==> src/shared/dma_chan_pkg.sv <==
/*
 * Constants, types and register map of the codec DMA channel.
 * Assumes a 32-bit AXI4-Lite register bus, one register per aligned word.
 */
package dma_chan_pkg;

    // ************************************************************
    // Register map (index; byte address is four times the index)
    // ************************************************************
    localparam int              ADDR_W          = 18;
    localparam logic [15:0]     IDX_CONTROL     = 16'hffee;
    localparam logic [15:0]     IDX_SLOT_HIGH   = 16'hffef;
    localparam logic [15:0]     IDX_SLOT_LOW    = 16'hfff0;
    localparam logic [15:0]     IDX_STATUS      = 16'hfff1;

    // ************************************************************
    // Field positions and reset values
    // ************************************************************
    localparam int              CTL_ENABLE_BIT  = 7;
    localparam int              CTL_WRAP_BIT    = 6;
    localparam int              CTL_DIR_BIT     = 3;
    localparam int              CTL_EP_MSB      = 2;
    localparam logic [7:0]      CTL_WRITE_MASK  = 8'hcf;
    localparam int              HIGH_BPS_MSB    = 7;
    localparam int              HIGH_BPS_LSB    = 6;
    localparam int              HIGH_SLOT_MSB   = 5;
    localparam int              STAT_BUSY_BIT   = 0;
    localparam int              STAT_SLOT_LSB   = 1;
    localparam int              STAT_SLOT_MSB   = 4;
    localparam int              STAT_OVR_BIT    = 5;
    localparam logic [7:0]      RESET_BYTE      = 8'h00;
    localparam int              SLOT_COUNT      = 14;

    // ************************************************************
    // Bus answers, states and carriers
    // ************************************************************
    localparam logic [1:0]      RESP_OKAY       = 2'h0;
    localparam logic [1:0]      RESP_DECERR     = 2'h3;

    typedef enum logic [1:0] {
        ST_IDLE  = 2'b00,
        ST_FETCH = 2'b01,
        ST_STORE = 2'b10
    } dma_state_e;

    typedef struct packed {
        logic       write;
        logic       wrap;
        logic [7:0] data;
    } byte_req_s;

endpackage

==> src/codec_dma_channel.sv <==
/*
 * One DMA channel moving bytes between a USB endpoint buffer and the
 * codec port registers, programmed over AXI4-Lite.
 * Assumes the buffer manager and codec port sit on aclk, hold ack low
 * until a request is up and pulse ack for one cycle per byte.
 */
`timescale 1ns/1ps

module codec_dma_channel
    import dma_chan_pkg::*;
(
    input  wire logic               aclk,
    input  wire logic               aresetn,
    input  wire logic               clk_en,
    input  wire logic [ADDR_W-1:0]  s_axi_awaddr,
    input  wire logic               s_axi_awvalid,
    output logic                    s_axi_awready,
    input  wire logic [31:0]        s_axi_wdata,
    input  wire logic [3:0]         s_axi_wstrb,
    input  wire logic               s_axi_wvalid,
    output logic                    s_axi_wready,
    output logic [1:0]              s_axi_bresp,
    output logic                    s_axi_bvalid,
    input  wire logic               s_axi_bready,
    input  wire logic [ADDR_W-1:0]  s_axi_araddr,
    input  wire logic               s_axi_arvalid,
    output logic                    s_axi_arready,
    output logic [31:0]             s_axi_rdata,
    output logic [1:0]              s_axi_rresp,
    output logic                    s_axi_rvalid,
    input  wire logic               s_axi_rready,
    input  wire logic               slot_strobe,
    input  wire logic [3:0]         slot_number,
    output logic                    buf_req,
    output byte_req_s               buf_cmd,
    input  wire logic               buf_ack,
    input  wire logic [7:0]         buf_rdata,
    output logic                    codec_req,
    output byte_req_s               codec_cmd,
    input  wire logic               codec_ack,
    input  wire logic [7:0]         codec_rdata,
    output logic [2:0]              endpoint_select,
    output logic                    endpoint_direction,
    output logic                    wrap_buffer_enable,
    output logic                    channel_active
);

    // ************************************************************
    // Register state
    // ************************************************************
    logic                   channel_enable;
    logic [7:0]             slot_select_low;
    logic [7:0]             slot_select_high;
    logic                   overrun;
    logic [13:0]            slot_select;
    logic [1:0]             bytes_per_slot;

    // ************************************************************
    // Engine state
    // ************************************************************
    dma_state_e             state;
    logic [1:0]             byte_count;
    logic [3:0]             current_slot;
    logic                   xfer_in;
    logic                   start;
    logic                   missed;
    logic                   src_ack;
    logic [7:0]             src_data;
    logic                   dst_ack;

    // ************************************************************
    // Bus state
    // ************************************************************
    logic                   aw_held;
    logic                   w_held;
    logic [15:0]            aw_index;
    logic [7:0]             w_byte;
    logic                   w_lane0;
    logic                   do_write;
    logic                   aw_take;
    logic                   w_take;
    logic                   ar_take;
    logic [15:0]            ar_index;
    logic                   wr_hit;

    // ************************************************************
    // Slot decode
    // ************************************************************

    assign slot_select    = {slot_select_high[HIGH_SLOT_MSB:0], slot_select_low};
    assign bytes_per_slot = slot_select_high[HIGH_BPS_MSB:HIGH_BPS_LSB];

    // Slot numbers 14 and 15 do not exist and never start a transfer
    assign start = (state == ST_IDLE) && channel_enable && slot_strobe
                 && (slot_number < 4'(SLOT_COUNT))
                 && slot_select[slot_number];
    assign missed = (state != ST_IDLE) && slot_strobe
                  && (slot_number < 4'(SLOT_COUNT)) && slot_select[slot_number];

    // Source and sink swap with the direction latched at slot start
    assign src_ack  = xfer_in ? codec_ack : buf_ack;
    assign src_data = xfer_in ? codec_rdata : buf_rdata;
    assign dst_ack  = xfer_in ? buf_ack : codec_ack;

    // ************************************************************
    // Transfer engine
    // ************************************************************
    always_ff @(posedge aclk) begin
        if (!aresetn) begin
            state        <= ST_IDLE;
            byte_count   <= 2'h0;
            current_slot <= 4'h0;
            xfer_in      <= 1'b0;
            buf_req      <= 1'b0;
            buf_cmd      <= '0;
            codec_req    <= 1'b0;
            codec_cmd    <= '0;
        end else if (clk_en) begin
            case (state)
                ST_IDLE: begin
                    if (start) begin
                        state        <= ST_FETCH;
                        byte_count   <= 2'h0;
                        current_slot <= slot_number;
                        xfer_in      <= endpoint_direction;
                        if (endpoint_direction) begin
                            codec_req <= 1'b1;
                            codec_cmd <= '{write: 1'b0, wrap: 1'b0, data: 8'h00};
                        end else begin
                            buf_req <= 1'b1;
                            buf_cmd <= '{write: 1'b0, wrap: wrap_buffer_enable, data: 8'h00};
                        end
                    end
                end
                ST_FETCH: begin
                    if (src_ack) begin
                        state <= ST_STORE;
                        if (xfer_in) begin
                            codec_req <= 1'b0;
                            buf_req   <= 1'b1;
                            buf_cmd   <= '{write: 1'b1, wrap: wrap_buffer_enable, data: src_data};
                        end else begin
                            buf_req   <= 1'b0;
                            codec_req <= 1'b1;
                            codec_cmd <= '{write: 1'b1, wrap: 1'b0, data: src_data};
                        end
                    end
                end
                ST_STORE: begin
                    if (dst_ack) begin
                        buf_req   <= 1'b0;
                        codec_req <= 1'b0;
                        // The slot always completes: a half-moved sample would skew the stream
                        if (byte_count == bytes_per_slot) begin
                            state <= ST_IDLE;
                        end else begin
                            state      <= ST_FETCH;
                            byte_count <= byte_count + 2'h1;
                            if (xfer_in) begin
                                codec_req <= 1'b1;
                                codec_cmd <= '{write: 1'b0, wrap: 1'b0, data: 8'h00};
                            end else begin
                                buf_req <= 1'b1;
                                buf_cmd <= '{write: 1'b0, wrap: wrap_buffer_enable, data: 8'h00};
                            end
                        end
                    end
                end
                default: begin
                    state     <= ST_IDLE;
                    buf_req   <= 1'b0;
                    codec_req <= 1'b0;
                end
            endcase
        end
    end

    // ************************************************************
    // Activity flag
    // ************************************************************
    // Falls with the last acknowledge, so a poll right after sees idle
    always_ff @(posedge aclk) begin
        if (!aresetn) begin
            channel_active <= 1'b0;
        end else if (clk_en) begin
            channel_active <= start || (state != ST_IDLE && !(state == ST_STORE && dst_ack
                              && byte_count == bytes_per_slot));
        end
    end

    // ************************************************************
    // Write address and data capture, in either order
    // ************************************************************
    assign aw_take  = s_axi_awvalid && s_axi_awready;
    assign w_take   = s_axi_wvalid && s_axi_wready;
    assign do_write = aw_held && w_held && !s_axi_bvalid;
    assign wr_hit   = (aw_index == IDX_CONTROL) || (aw_index == IDX_SLOT_HIGH)
                    || (aw_index == IDX_SLOT_LOW) || (aw_index == IDX_STATUS);

    always_ff @(posedge aclk) begin
        if (!aresetn) begin
            aw_held       <= 1'b0;
            w_held        <= 1'b0;
            aw_index      <= 16'h0000;
            w_byte        <= 8'h00;
            w_lane0       <= 1'b0;
            s_axi_awready <= 1'b1;
            s_axi_wready  <= 1'b1;
            s_axi_bvalid  <= 1'b0;
            s_axi_bresp   <= RESP_OKAY;
        end else if (clk_en) begin
            if (aw_take) begin
                aw_held       <= 1'b1;
                aw_index      <= s_axi_awaddr[ADDR_W-1:2];
                s_axi_awready <= 1'b0;
            end
            if (w_take) begin
                w_held       <= 1'b1;
                w_byte       <= s_axi_wdata[7:0];
                w_lane0      <= s_axi_wstrb[0];
                s_axi_wready <= 1'b0;
            end
            if (do_write) begin
                s_axi_bvalid <= 1'b1;
                s_axi_bresp  <= wr_hit ? RESP_OKAY : RESP_DECERR;
            end
            if (s_axi_bvalid && s_axi_bready) begin
                s_axi_bvalid  <= 1'b0;
                aw_held       <= 1'b0;
                w_held        <= 1'b0;
                s_axi_awready <= 1'b1;
                s_axi_wready  <= 1'b1;
            end
        end
    end

    // ************************************************************
    // Register writes
    // ************************************************************
    always_ff @(posedge aclk) begin
        if (!aresetn) begin
            channel_enable     <= 1'b0;
            wrap_buffer_enable <= 1'b0;
            endpoint_direction <= 1'b0;
            endpoint_select    <= 3'h0;
            slot_select_low    <= RESET_BYTE;
            slot_select_high   <= RESET_BYTE;
        end else if (clk_en && do_write && w_lane0) begin
            if (aw_index == IDX_CONTROL) begin
                channel_enable     <= w_byte[CTL_ENABLE_BIT];
                wrap_buffer_enable <= w_byte[CTL_WRAP_BIT];
                endpoint_direction <= w_byte[CTL_DIR_BIT];
                endpoint_select    <= w_byte[CTL_EP_MSB:0];
            end
            if (aw_index == IDX_SLOT_HIGH) begin
                slot_select_high <= w_byte;
            end
            if (aw_index == IDX_SLOT_LOW) begin
                slot_select_low <= w_byte;
            end
        end
    end

    // ************************************************************
    // Overrun flag
    // ************************************************************
    // Overrun: a selected slot arrived while the previous one was still moving
    always_ff @(posedge aclk) begin
        if (!aresetn) begin
            overrun <= 1'b0;
        end else if (clk_en) begin
            if (missed) begin
                overrun <= 1'b1;
            end else if (do_write && w_lane0 && aw_index == IDX_STATUS && w_byte[STAT_OVR_BIT]) begin
                overrun <= 1'b0;
            end
        end
    end

    // ************************************************************
    // Register reads
    // ************************************************************
    assign ar_take  = s_axi_arvalid && s_axi_arready;
    assign ar_index = s_axi_araddr[ADDR_W-1:2];

    always_ff @(posedge aclk) begin
        if (!aresetn) begin
            s_axi_arready <= 1'b1;
            s_axi_rvalid  <= 1'b0;
            s_axi_rdata   <= 32'h0000_0000;
            s_axi_rresp   <= RESP_OKAY;
        end else if (clk_en) begin
            if (ar_take) begin
                s_axi_arready <= 1'b0;
                s_axi_rvalid  <= 1'b1;
                s_axi_rresp   <= RESP_OKAY;
                s_axi_rdata   <= 32'h0000_0000;
                case (ar_index)
                    IDX_CONTROL: begin
                        s_axi_rdata[7:0] <= {channel_enable, wrap_buffer_enable, 2'b00,
                                             endpoint_direction, endpoint_select} & CTL_WRITE_MASK;
                    end
                    IDX_SLOT_HIGH: begin
                        s_axi_rdata[7:0] <= slot_select_high;
                    end
                    IDX_SLOT_LOW: begin
                        s_axi_rdata[7:0] <= slot_select_low;
                    end
                    IDX_STATUS: begin
                        s_axi_rdata[STAT_BUSY_BIT]               <= (state != ST_IDLE);
                        s_axi_rdata[STAT_SLOT_MSB:STAT_SLOT_LSB] <= current_slot;
                        s_axi_rdata[STAT_OVR_BIT]                <= overrun;
                    end
                    default: begin
                        s_axi_rresp <= RESP_DECERR;
                    end
                endcase
            end
            if (s_axi_rvalid && s_axi_rready) begin
                s_axi_rvalid  <= 1'b0;
                s_axi_arready <= 1'b1;
            end
        end
    end

endmodule

==> config.mk <==
export PLATFORM = sky130hd
export DESIGN_NAME = codec_dma_channel
export DESIGN_NICKNAME = d
export VERILOG_FILES = /design/src/shared/dma_chan_pkg.sv /design/src/codec_dma_channel.sv
export SDC_FILE = /design/constraint.sdc
export NUM_CORES = 1
export LEC_CHECK = 0
export BUFFER_PORTS_ARGS = -buffer_cell sky130_fd_sc_hd__buf_2
export CAP_MARGIN = 20
export CORE_MARGIN = 2
export CORE_UTILIZATION = 49
export CTS_CLUSTER_DIAMETER = 200
export DETAILED_ROUTE_END_ITERATION = 12
export HOLD_SLACK_MARGIN = 0.06
export PLACE_DENSITY = 0.83
export SYNTH_ARGS = -nofsm -noshare
export SYNTH_HDL_FRONTEND = slang
export SYNTH_SLANG_ARGS = --single-unit
==> constraint.sdc <==
create_clock -name aclk -period 3.1 [get_ports aclk]
set_clock_uncertainty 0.2 [all_clocks]
set_input_delay 0.155 -clock aclk [delete_from_list [all_inputs] [get_ports aclk]]
set_output_delay 0.155 -clock aclk [all_outputs]
set_load 0.05 [all_outputs]
* Yosys cells after proc, flatten, opt, wreduce, memory -nomap -nowiden
Cells that the tools add are included.
** Storage, ports and cells
- Register bits :: 99
- Bits in latches :: 0
- RAM bits :: 0
- Memory bits (read-only) :: 0
- Input port bits :: 103
- Output and inout port bits :: 69
- Logic and storage cells :: 178
- Memories :: 0
** Operators by class
- Add/sub/neg operators :: 1
- $mul :: 0
- Divide/modulo/power cells :: 0
- Magnitude comparators :: 2
- Equality and inequality tests :: 21
- Shifts and indexed selects :: 0
- Multiplexer cells :: 64
- Bitwise operators :: 0
- Reductions and logical operators :: 57
** Operators with widths (count)
- $mux 10 :: 14
- $eq 16x16->1 const B :: 8
- $pmux 10 s3 :: 2
- $mux 1 :: 32
- $pmux 6 s4 :: 1
- $reduce_and 2->1 :: 12
- $logic_and 1x1->1 :: 22
- $ne 2x2->1 const B :: 10
- $reduce_and 9->1 :: 2
- $mux 2 :: 8
- $reduce_and 5->1 :: 3
- $reduce_bool 2->1 :: 7
- $pmux 2 s3 :: 2
- $mux 8 :: 1
- $pmux 1 s3 :: 2
- $lt 4x5->1 const B :: 1
- $bmux 1 s4 :: 1
- $logic_or 1x1->1 :: 4
- $lt 4x4->1 const B :: 1
- $pmux 2 s2 :: 1
- $reduce_and 4->1 :: 1
- $reduce_or 4->1 :: 1
- $reduce_and 3->1 :: 1
- $reduce_bool 3->1 :: 1
- 6 further kinds :: 7

* Logic depth before layout (Yosys ltp)
Gate-level depths: netlist of the first run.
- Depth in word-level cells :: 7
- Depth in mapped cells :: 9
- Depth with buffers taken out :: 6

* Worst setup path after synthesis of the first run
Ideal clock, no wire load.
- Path kind :: register to register
- From :: reg state[0]
- To :: reg buf_cmd[8] in the netlist's numbering
- Setup time :: 72 ps
- Arrival time :: 1994 ps
- Data required time :: 2828 ps
- Slack :: 834 ps
- Stages on the path, launching flop included :: 10
- Path buffers :: 3
- Clock period less this slack :: 2266 ps
- Cell sequence :: dfxtp_1 > buf_6 > or2_1 > buf_6 > a211oi_4 > o31ai_4 > a32o_2 > nor3_4 > buf_6 > mux2i_1
** On the way
- Word-level cells in the longest chain between the ends :: 7
- Elaborated cells between the ends (all ways) :: 17
- Those cells by class :: eq/ne (9); mux (1); reduce/logical (7)
** Ends and longest elaborated chain
- start: declaration :: RTL line codec_dma_channel.sv:61 : dma_state_e state;
- start signal: assignment :: RTL line codec_dma_channel.sv:110 : state <= ST_IDLE;
- start signal: assignment :: RTL line codec_dma_channel.sv:122 : state <= ST_FETCH;
- start signal: assignment :: RTL line codec_dma_channel.sv:137 : state <= ST_STORE;
- $logic_not 2->1 :: RTL line codec_dma_channel.sv:94, codec_dma_channel.sv:119
- $logic_and 1x1->1 (2 in series) :: RTL line codec_dma_channel.sv:94 : assign start = (state == ST_IDLE) && channel_enable && slot_strobe
- $logic_and 1x1->1 :: RTL line codec_dma_channel.sv:95 : && (slot_number < 4'(SLOT_COUNT))
- $logic_and 1x1->1 :: RTL line codec_dma_channel.sv:96 : && slot_select[slot_number];
- $ne 2x2->1 (no source line)
- $reduce_and 9->1 (no source line)
- end signal: assignment :: RTL line codec_dma_channel.sv:131 : buf_cmd <= '{write: 1'b0, wrap: wrap_buffer_enable, data: 8'h00};
- end signal: assignment :: RTL line codec_dma_channel.sv:141 : buf_cmd <= '{write: 1'b1, wrap: wrap_buffer_enable, data: src_data};
- end signal: assignment :: RTL line codec_dma_channel.sv:164 : buf_cmd <= '{write: 1'b0, wrap: wrap_buffer_enable, data: 8'h00};
- end: declaration :: RTL line codec_dma_channel.sv:35 : output byte_req_s buf_cmd,
Parallel ways exist; a longest one is shown, timed or not.
A chain may end at the register's enable or synchronous reset.

* Worst setup path after layout of the first run
- From :: in slot_number[2]
- To :: reg current_slot[1]
** On the way
- Word-level cells in the longest chain between the ends :: 4
- Elaborated cells between the ends (all ways) :: 6
- Those cells by class :: order compare (1); mux (2); reduce/logical (3)
** Ends and longest elaborated chain
- start: declaration :: RTL line codec_dma_channel.sv:33 : input wire logic [3:0] slot_number,
- $bmux 1 s4 or $lt 4x4->1 (tied branches) :: RTL line codec_dma_channel.sv:96, codec_dma_channel.sv:95
- $mux 1 (not written as such) or $logic_and 1x1->1 (tied branches) :: RTL line codec_dma_channel.sv:96, codec_dma_channel.sv:95
- $logic_and 1x1->1 * :: RTL line codec_dma_channel.sv:96
- $reduce_and 3->1 (no source line) *
- end signal: assignment :: RTL line codec_dma_channel.sv:124 : current_slot <= slot_number;
- end: declaration :: RTL line codec_dma_channel.sv:63 : logic [3:0] current_slot;
Every way passes the cells marked *; elsewhere a longest branch is shown, timed or not. The select of a mux whose other input is x is not followed.

==> impl_results.md, run 1 <==
* Post-Route WL at between 10 and 15 mm
* Status: finished, final reports clean
* P_leak at 2.439 nW
* Initial core utilization at 0.5015
* WL met3 at between 700 and 800 µm
* RSZ-0062 raised after global routing: no
* Diode count at 0
* Pwr Density at between 400 and 500 nW/µm²
* # clock sinks at 96
* Port bufs at 115
* Synth cell types at between 50 and 60
* Initial antenna violation count at 0
* Setup TNS at 0 ns
* Share of flip-flops with an asynchronous set or reset at 0
* Slew Limit Fails at 0
* DRC violations left at 0
* CP Capture Type: flop
* Core Area at between 9000 and 10000 µm²
* CTS tree: done
* Final worst path period share at 0.8673
* Clock latency on the worst-skew pair at 0.36 ns
* Setup CP Type: input pin to flop
* Register Area at about 1900 µm²
* ANT nets after route at 0
* Worst-path clk slew at around 0.09 ns
* #FFs+latches synth at 96
* Max-cap viol count at 0
* I/O pins at ~170
* Most common cell after layout, fill and taps aside: buf_2
* Worst Path Max Fanout at 9
* Post_cts resized at 0
* Critical Path AT at between 2 and 3 ns
* Max layer used: met4
* Synth Warn # at 0
* CP max stage cell: dlygate4sd3_1
* Placement row count at 35
* First-pass GRT wire length at ~18 mm
* Worst hold slack at 0.09322 ns
* Total track usage at 0.2277
* Setup ws final at ~0.4 ns
* Die height at approximately 100 µm
* CP max stage delay at between 0.5 and 0.6 ns
* Final Hold Fails at 0
* Final net count at 766
* Peak supply drop at about 0.00028 V
* Setup violators final at 0
* Tightest Pin Transition at 0.9028 ns
* Tmin final at between 2 and 3 ns
* EDFF count, synth at 0
* Wire length per cell at 15.05 µm
* Most frequent cells in the layout: buf_2, nand2_1, dfxtp_1
* Tot Pwr at ~0.0026 W
* Met1 Routed Length at ~5.1 mm
* Syn Inst Count at between 500 and 600
* Post-synthesis sequential area ratio at 0.4167
* Via count at 4191
* Hpwl dp at a little under 8 mm
* Pre-CTS setup slack at ~0.58 ns
* H-tree depth at 3
* Startpoint type of the worst setup path: input pin
* Die area at approximately 10000 µm²
* Avg Synthesized Cell Area at just under 9 µm²
* Detailed-route vias per instance at between 5 and 6
* Worst endpoint required time at around 3.2 ns
* Multi-input logic area at roughly 2400 µm²
* Dominant synthesized flop cell: dfxtp_1
* Final GP Congestion at between 0.8 and 0.9
* DR pass1 iterations at 4
* CP cell instances: dlygate4sd3_1 > buf_2 > mux2i_1 > nor3b_1 > o31ai_4 > nand2_1 > nand2_1 > a21boi_0 > dlygate4sd3_1
* Initial DRC count at approximately 180
* Clk root buf: clkbuf_8
* CTS Buf Count at 9
* FMAX at around 370 MHz
* Largest net degree at the start of global routing at 52
* Placed cell count at slightly above 700
* Fraction of layout instances using a drive strength above 1 at 0.2275
* Metal2 WL at approximately 5.7 mm
* Filler cells at 750
* Non-Filler Instances at between 700 and 800
* GRT overflow at 0
* Area grow syn2layout at 26.72%
* Clk buf depth at 2
* Die width at 101.0 µm
* Synthesized area at roughly 4600 µm²
* Hold crit path type: input pin to flop
* Rel. slew slack at 0.3905
* Number of global-route vias before repair at 3884
## worst max-delay path, delay by kind of cell
kind	cells	cell delay [ns]
buffers and inverters	3	1.36
AO/OA/AOI/OAI	2	0.52
multiplexers	1	0.21
AND/OR/NAND/NOR	3	0.50
## per-layer routing
| metal | up-vias | track usage |
|---|---|---|
| met2 | 177 | 0.3949 |
| met4 | 0 | 0.07692 |
| met5 | - | 0 |
| met3 | 21 | 0.04508 |
| li1 | 2030 | - |
| met1 | 1963 | 0.2826 |
## power breakdown
group | total, W | internal [W] | switching [W]
clock network | 0.000973 | 0.000534 | 0.000439
logic | 0.000313 | 0.000118 | 0.000194
registers | 0.00127 | 0.00126 | 0.0000170
## state kept, by name, summed over array words and instances, names as in the netlist, 2 cells and up
register          cells
s_axi_rdata           8
codec_cmd             9
w_byte                8
aw_index             16
state                 2
slot_select_low       8
current_slot          4
endpoint_select       3
byte_count            2
buf_cmd              10
slot_select_high      8
## area by class of cell
class | count | area share
repair buffers | 170 | 0.1905
multi-input cells | 383 | 0.4147
clock buffers | 10 | 0.02184
flip-flops and latches | 96 | 0.3288
inverters | 3 | 0.001927
clock inverters | 6 | 0.01841
well taps | 111 | 0.02376
## per-stage QoR
stage,util,cell area (µm²)
6_report,0.6355,5844
3_3_place_gp,0.5555,5109
5_1_grt,0.6355,5844
3_5_place_dp,0.5555,5109
4_1_cts,0.6355,5844
2_1_floorplan,-,4702
## Yosys cell counts (7+ instances only)
cell        n  area share
nand2_1   107       0.087
dfxtp_1    96        0.42
mux2i_1    51        0.11
a21boi_0   31       0.050
nor2b_1    30       0.041
buf_4      29       0.047
clkbuf_1   23       0.019
nand3_1    20       0.022
nor2_1     14       0.011
a21oi_1    11       0.012
a22oi_1     9       0.015
mux2_2      8       0.020
and3_1      7      0.0095
## cell families after synthesis
family,synth area share
xor gates and xnor gates,0.003799
buffers and inverters,0.07867
muxes,0.1302
and+or+nand+nor,0.2203
AOI/OAI and AO/OA,0.1495
DFF,0.4167
other,0.0008131
## worst paths after layout
| kind | start | endpoint | slack, ns | cells after the start |
|---|---|---|---|---|
| max | slot_number[2] | current_slot[1] | 0.41 | 9 |
| min reg2reg | s_axi_rdata[0] | s_axi_rdata[0] | 0.26 | 2 |
| max reg2reg | state[1] | current_slot[1] | 0.44 | 7 |
| min | clk_en | s_axi_bvalid | 0.09 | 4 |
## what timing repair did
action,CTS,global route
hold buffers,50,0
hold endpoints to repair,61,0
buffers inserted,0,0
endpoints found under the setup margin,0,0
(Power assumes the default switching activity.)
==> run 2: changes to the inputs <==
- clock period: 3.1 -> 2.65 ns (I/O delays scaled with it)
==> run 2 against run 1 <==
Clock-buffer cell count did not move. Largest power group unchanged. First-iteration DRC count rose by 5.7%. Critical path type unchanged. Design area rose by 0.24%.
==> impl_results.md, run 2 (same netlist as run 1, synthesis figures left out) <==
* Critical Path AT at 2.55 ns (-0.19 ns)
* Top Registers: aw_index x16, buf_cmd x10, codec_cmd x9
* Initial antenna violation count at 0 (unchanged)
* Buf+Inv Stages, Crit Path at 3 (unchanged)
* Wire length per cell at 14.81 µm (-1.6%)
* H-tree depth at 3 (unchanged)
* Final Hold Fails at 0 (unchanged)
* Via count at 4181 (-0.24%)
* CP top delay family: buffers and inverters
* Filler cells at 732 (-2.4%)
* Pwr Density at 474.4 nW/µm² (+8.3%)
* ANT nets after route at 0 (unchanged)
* Most frequent cells in the layout: buf_2, nand2_1, dfxtp_1
* DR pass1 iterations at 7 (+3)
* Tmin final at 2.463 ns
* Clk buf depth at 2 (unchanged)
* Rel. slew slack at 0.5917 (+0.2012)
* Max-cap viol count at 0 (unchanged)
* Final worst path period share at 0.9295
* Core Area at 9196 µm² (unchanged)
* Final net count at 771 (+0.65%)
* CP cell instances: dlygate4sd3_1 > buf_2 > mux2i_1 > nor3b_1 > o31ai_4 > a32o_2 > nor3_4 > buf_12 > mux2i_1
* Cell area after layout at 5858 µm² (+0.24%)
* CP max stage cell: dlygate4sd3_1
* Placed Area at 5171 µm² (+1.2%)
* Initial DRC count at 186 (+5.7%)
* Initial core utilization at 0.5015 (unchanged)
* Max reg flops at 16 (unchanged)
* GRT overflow at 0 (unchanged)
* Setup CP Type: input pin to flop
* Die area at 10200 µm² (unchanged)
* Tightest Pin Transition at 0.6107 ns (-0.2921 ns)
* P_leak at 2.452 nW (+0.54%)
* Number of global-route vias before repair at 3983 (+2.5%)
* First-pass GRT wire length at 18.53 mm (+0.79%)
* FMAX at around 400 MHz
* Placement row count at 35 (unchanged)
* Pre-CTS setup slack at 0.3097 ns (-0.2718 ns)
* Startpoint type of the worst setup path: input pin
* I/O pins at 172 (unchanged)
* Sequential power share at 0.536 (+0.038)
* Largest net degree at the start of global routing at 92 (+77%)
* Area grow syn2layout at 27.02%
* Cell internal pwr at 0.001991 W (+4.3%)
* CP max stage delay at 0.54 ns (-0.03 ns)
* Die height at 101.0 µm (unchanged)
* Post-Route WL at 11.61 mm (-0.93%)
* NetSw at 0.0007881 W (+21%)
* Setup violators final at 0 (unchanged)
* DRC violations left at 0 (unchanged)
* Port bufs at 115 (unchanged)
* Slew Limit Fails at 0 (unchanged)
* Final GP Congestion at 0.8541 (-3.2%)
* Die width at 101.0 µm (unchanged)
* Power share of the clock group at 0.331 (-0.049)
* Total track usage at 0.2266 (-0.001073)
* Setup ws final at 0.1868 ns (-0.2245 ns)
* Post-CTS Setup Bufs at 0 (unchanged)
* Clk root buf: clkbuf_8
* Fraction of layout instances using a drive strength above 1 at 0.2348 (+0.007225)
* Net Sw Frac at 0.2836 (+0.02942)
* Top cell by count, worst path: mux2i_1
* Worst-path clk slew at 0.10 ns (about the same)
* Comb pwr share at 0.133 (+0.011)
* Peak supply drop at 0.0004018 V (+46%)
* Worst Path Max Fanout at 11 (+2)
* Hpwl dp at 7.851 mm (+1.7%)
* Setup TNS at 0 ns (unchanged)
* Diode count at 0 (unchanged)
* CTS tree: done
* CP Capture Type: flop
* Detailed-route vias per instance at 5.333 (-0.87%)
* # clock sinks at 96 (unchanged)
* Worst endpoint required time at 2.74 ns (-0.41 ns)
* Clock latency on the worst-skew pair at 0.36 ns (about the same)
* Hold crit path type: input pin to flop
* Largest register by flop count: aw_index
* RSZ-0062 raised after global routing: no
* CTS Buf Count at 9 (unchanged)
* Status: finished, final reports clean
* Most common cell after layout, fill and taps aside: buf_2
run 2: area by class of cell:
type                       instances  area, µm²  share of cell area
multi-input combinational        383       2424              0.4137
sequential                        96       1922              0.3281
timing repair buffer             175       1176              0.2008
tap                              111      138.9             0.02371
clock buffer                      10      137.6             0.02349
clock inverter                     6      48.80            0.008330
inverter                           3      11.26            0.001922
run 2: worst paths after layout:
path	startpoint	to	slack, ns	cells after the start
worst max register to register	state[1]	buf_cmd[2]	0.29	7
worst min register to register	buf_req	buf_req	0.26	2
worst max-delay path	slot_number[2]	buf_cmd[2]	0.19	9
worst min-delay path	s_axi_araddr[2]	s_axi_rdata[1]	0.07	3
run 2: repair_timing:
item,4_1_cts,5_1_grt
gates resized for setup,0,0
hold buffers,50,0
endpoints found under the hold margin,58,0
run 2: stage by stage:
stage                     total power, W  instances  hold slack, ns  utilization
after floorplan                 0.001765        540         0.07742            -
after global placement          0.001822        718          0.1831       0.5623
after detailed placement        0.001830        718          0.1919       0.5623
after CTS                       0.002782        784         0.06526       0.6370
after global routing            0.002880        784         0.08648       0.6370
final                           0.002779        784         0.07442       0.6370
run 2: tightest hold or removal path: stages:
cell     delay, ns
buf_2         0.19
a21oi_1       0.15
a22o_1        0.13
run 2: power groups by stage:
stage / Clock, W / Combinational [W] / Sequential, W
detailed placement: 0 / 0.000307 / 0.00152
floorplan: 0 / 0.000217 / 0.00155
finish: 0.000919 / 0.000370 / 0.00149
global placement: 0 / 0.000300 / 0.00152
global route: 0.000988 / 0.000398 / 0.00149
CTS: 0.000928 / 0.000364 / 0.00149
run 2: metal layers:
layer	GRT usage	up-vias	part of all wire
met1	0.2853	1961	0.44
li1	-	2047	-
met2	0.4010	161	0.49
met3	0.03537	12	0.060
met4	0.06445	0	0.011
met5	0	-	0
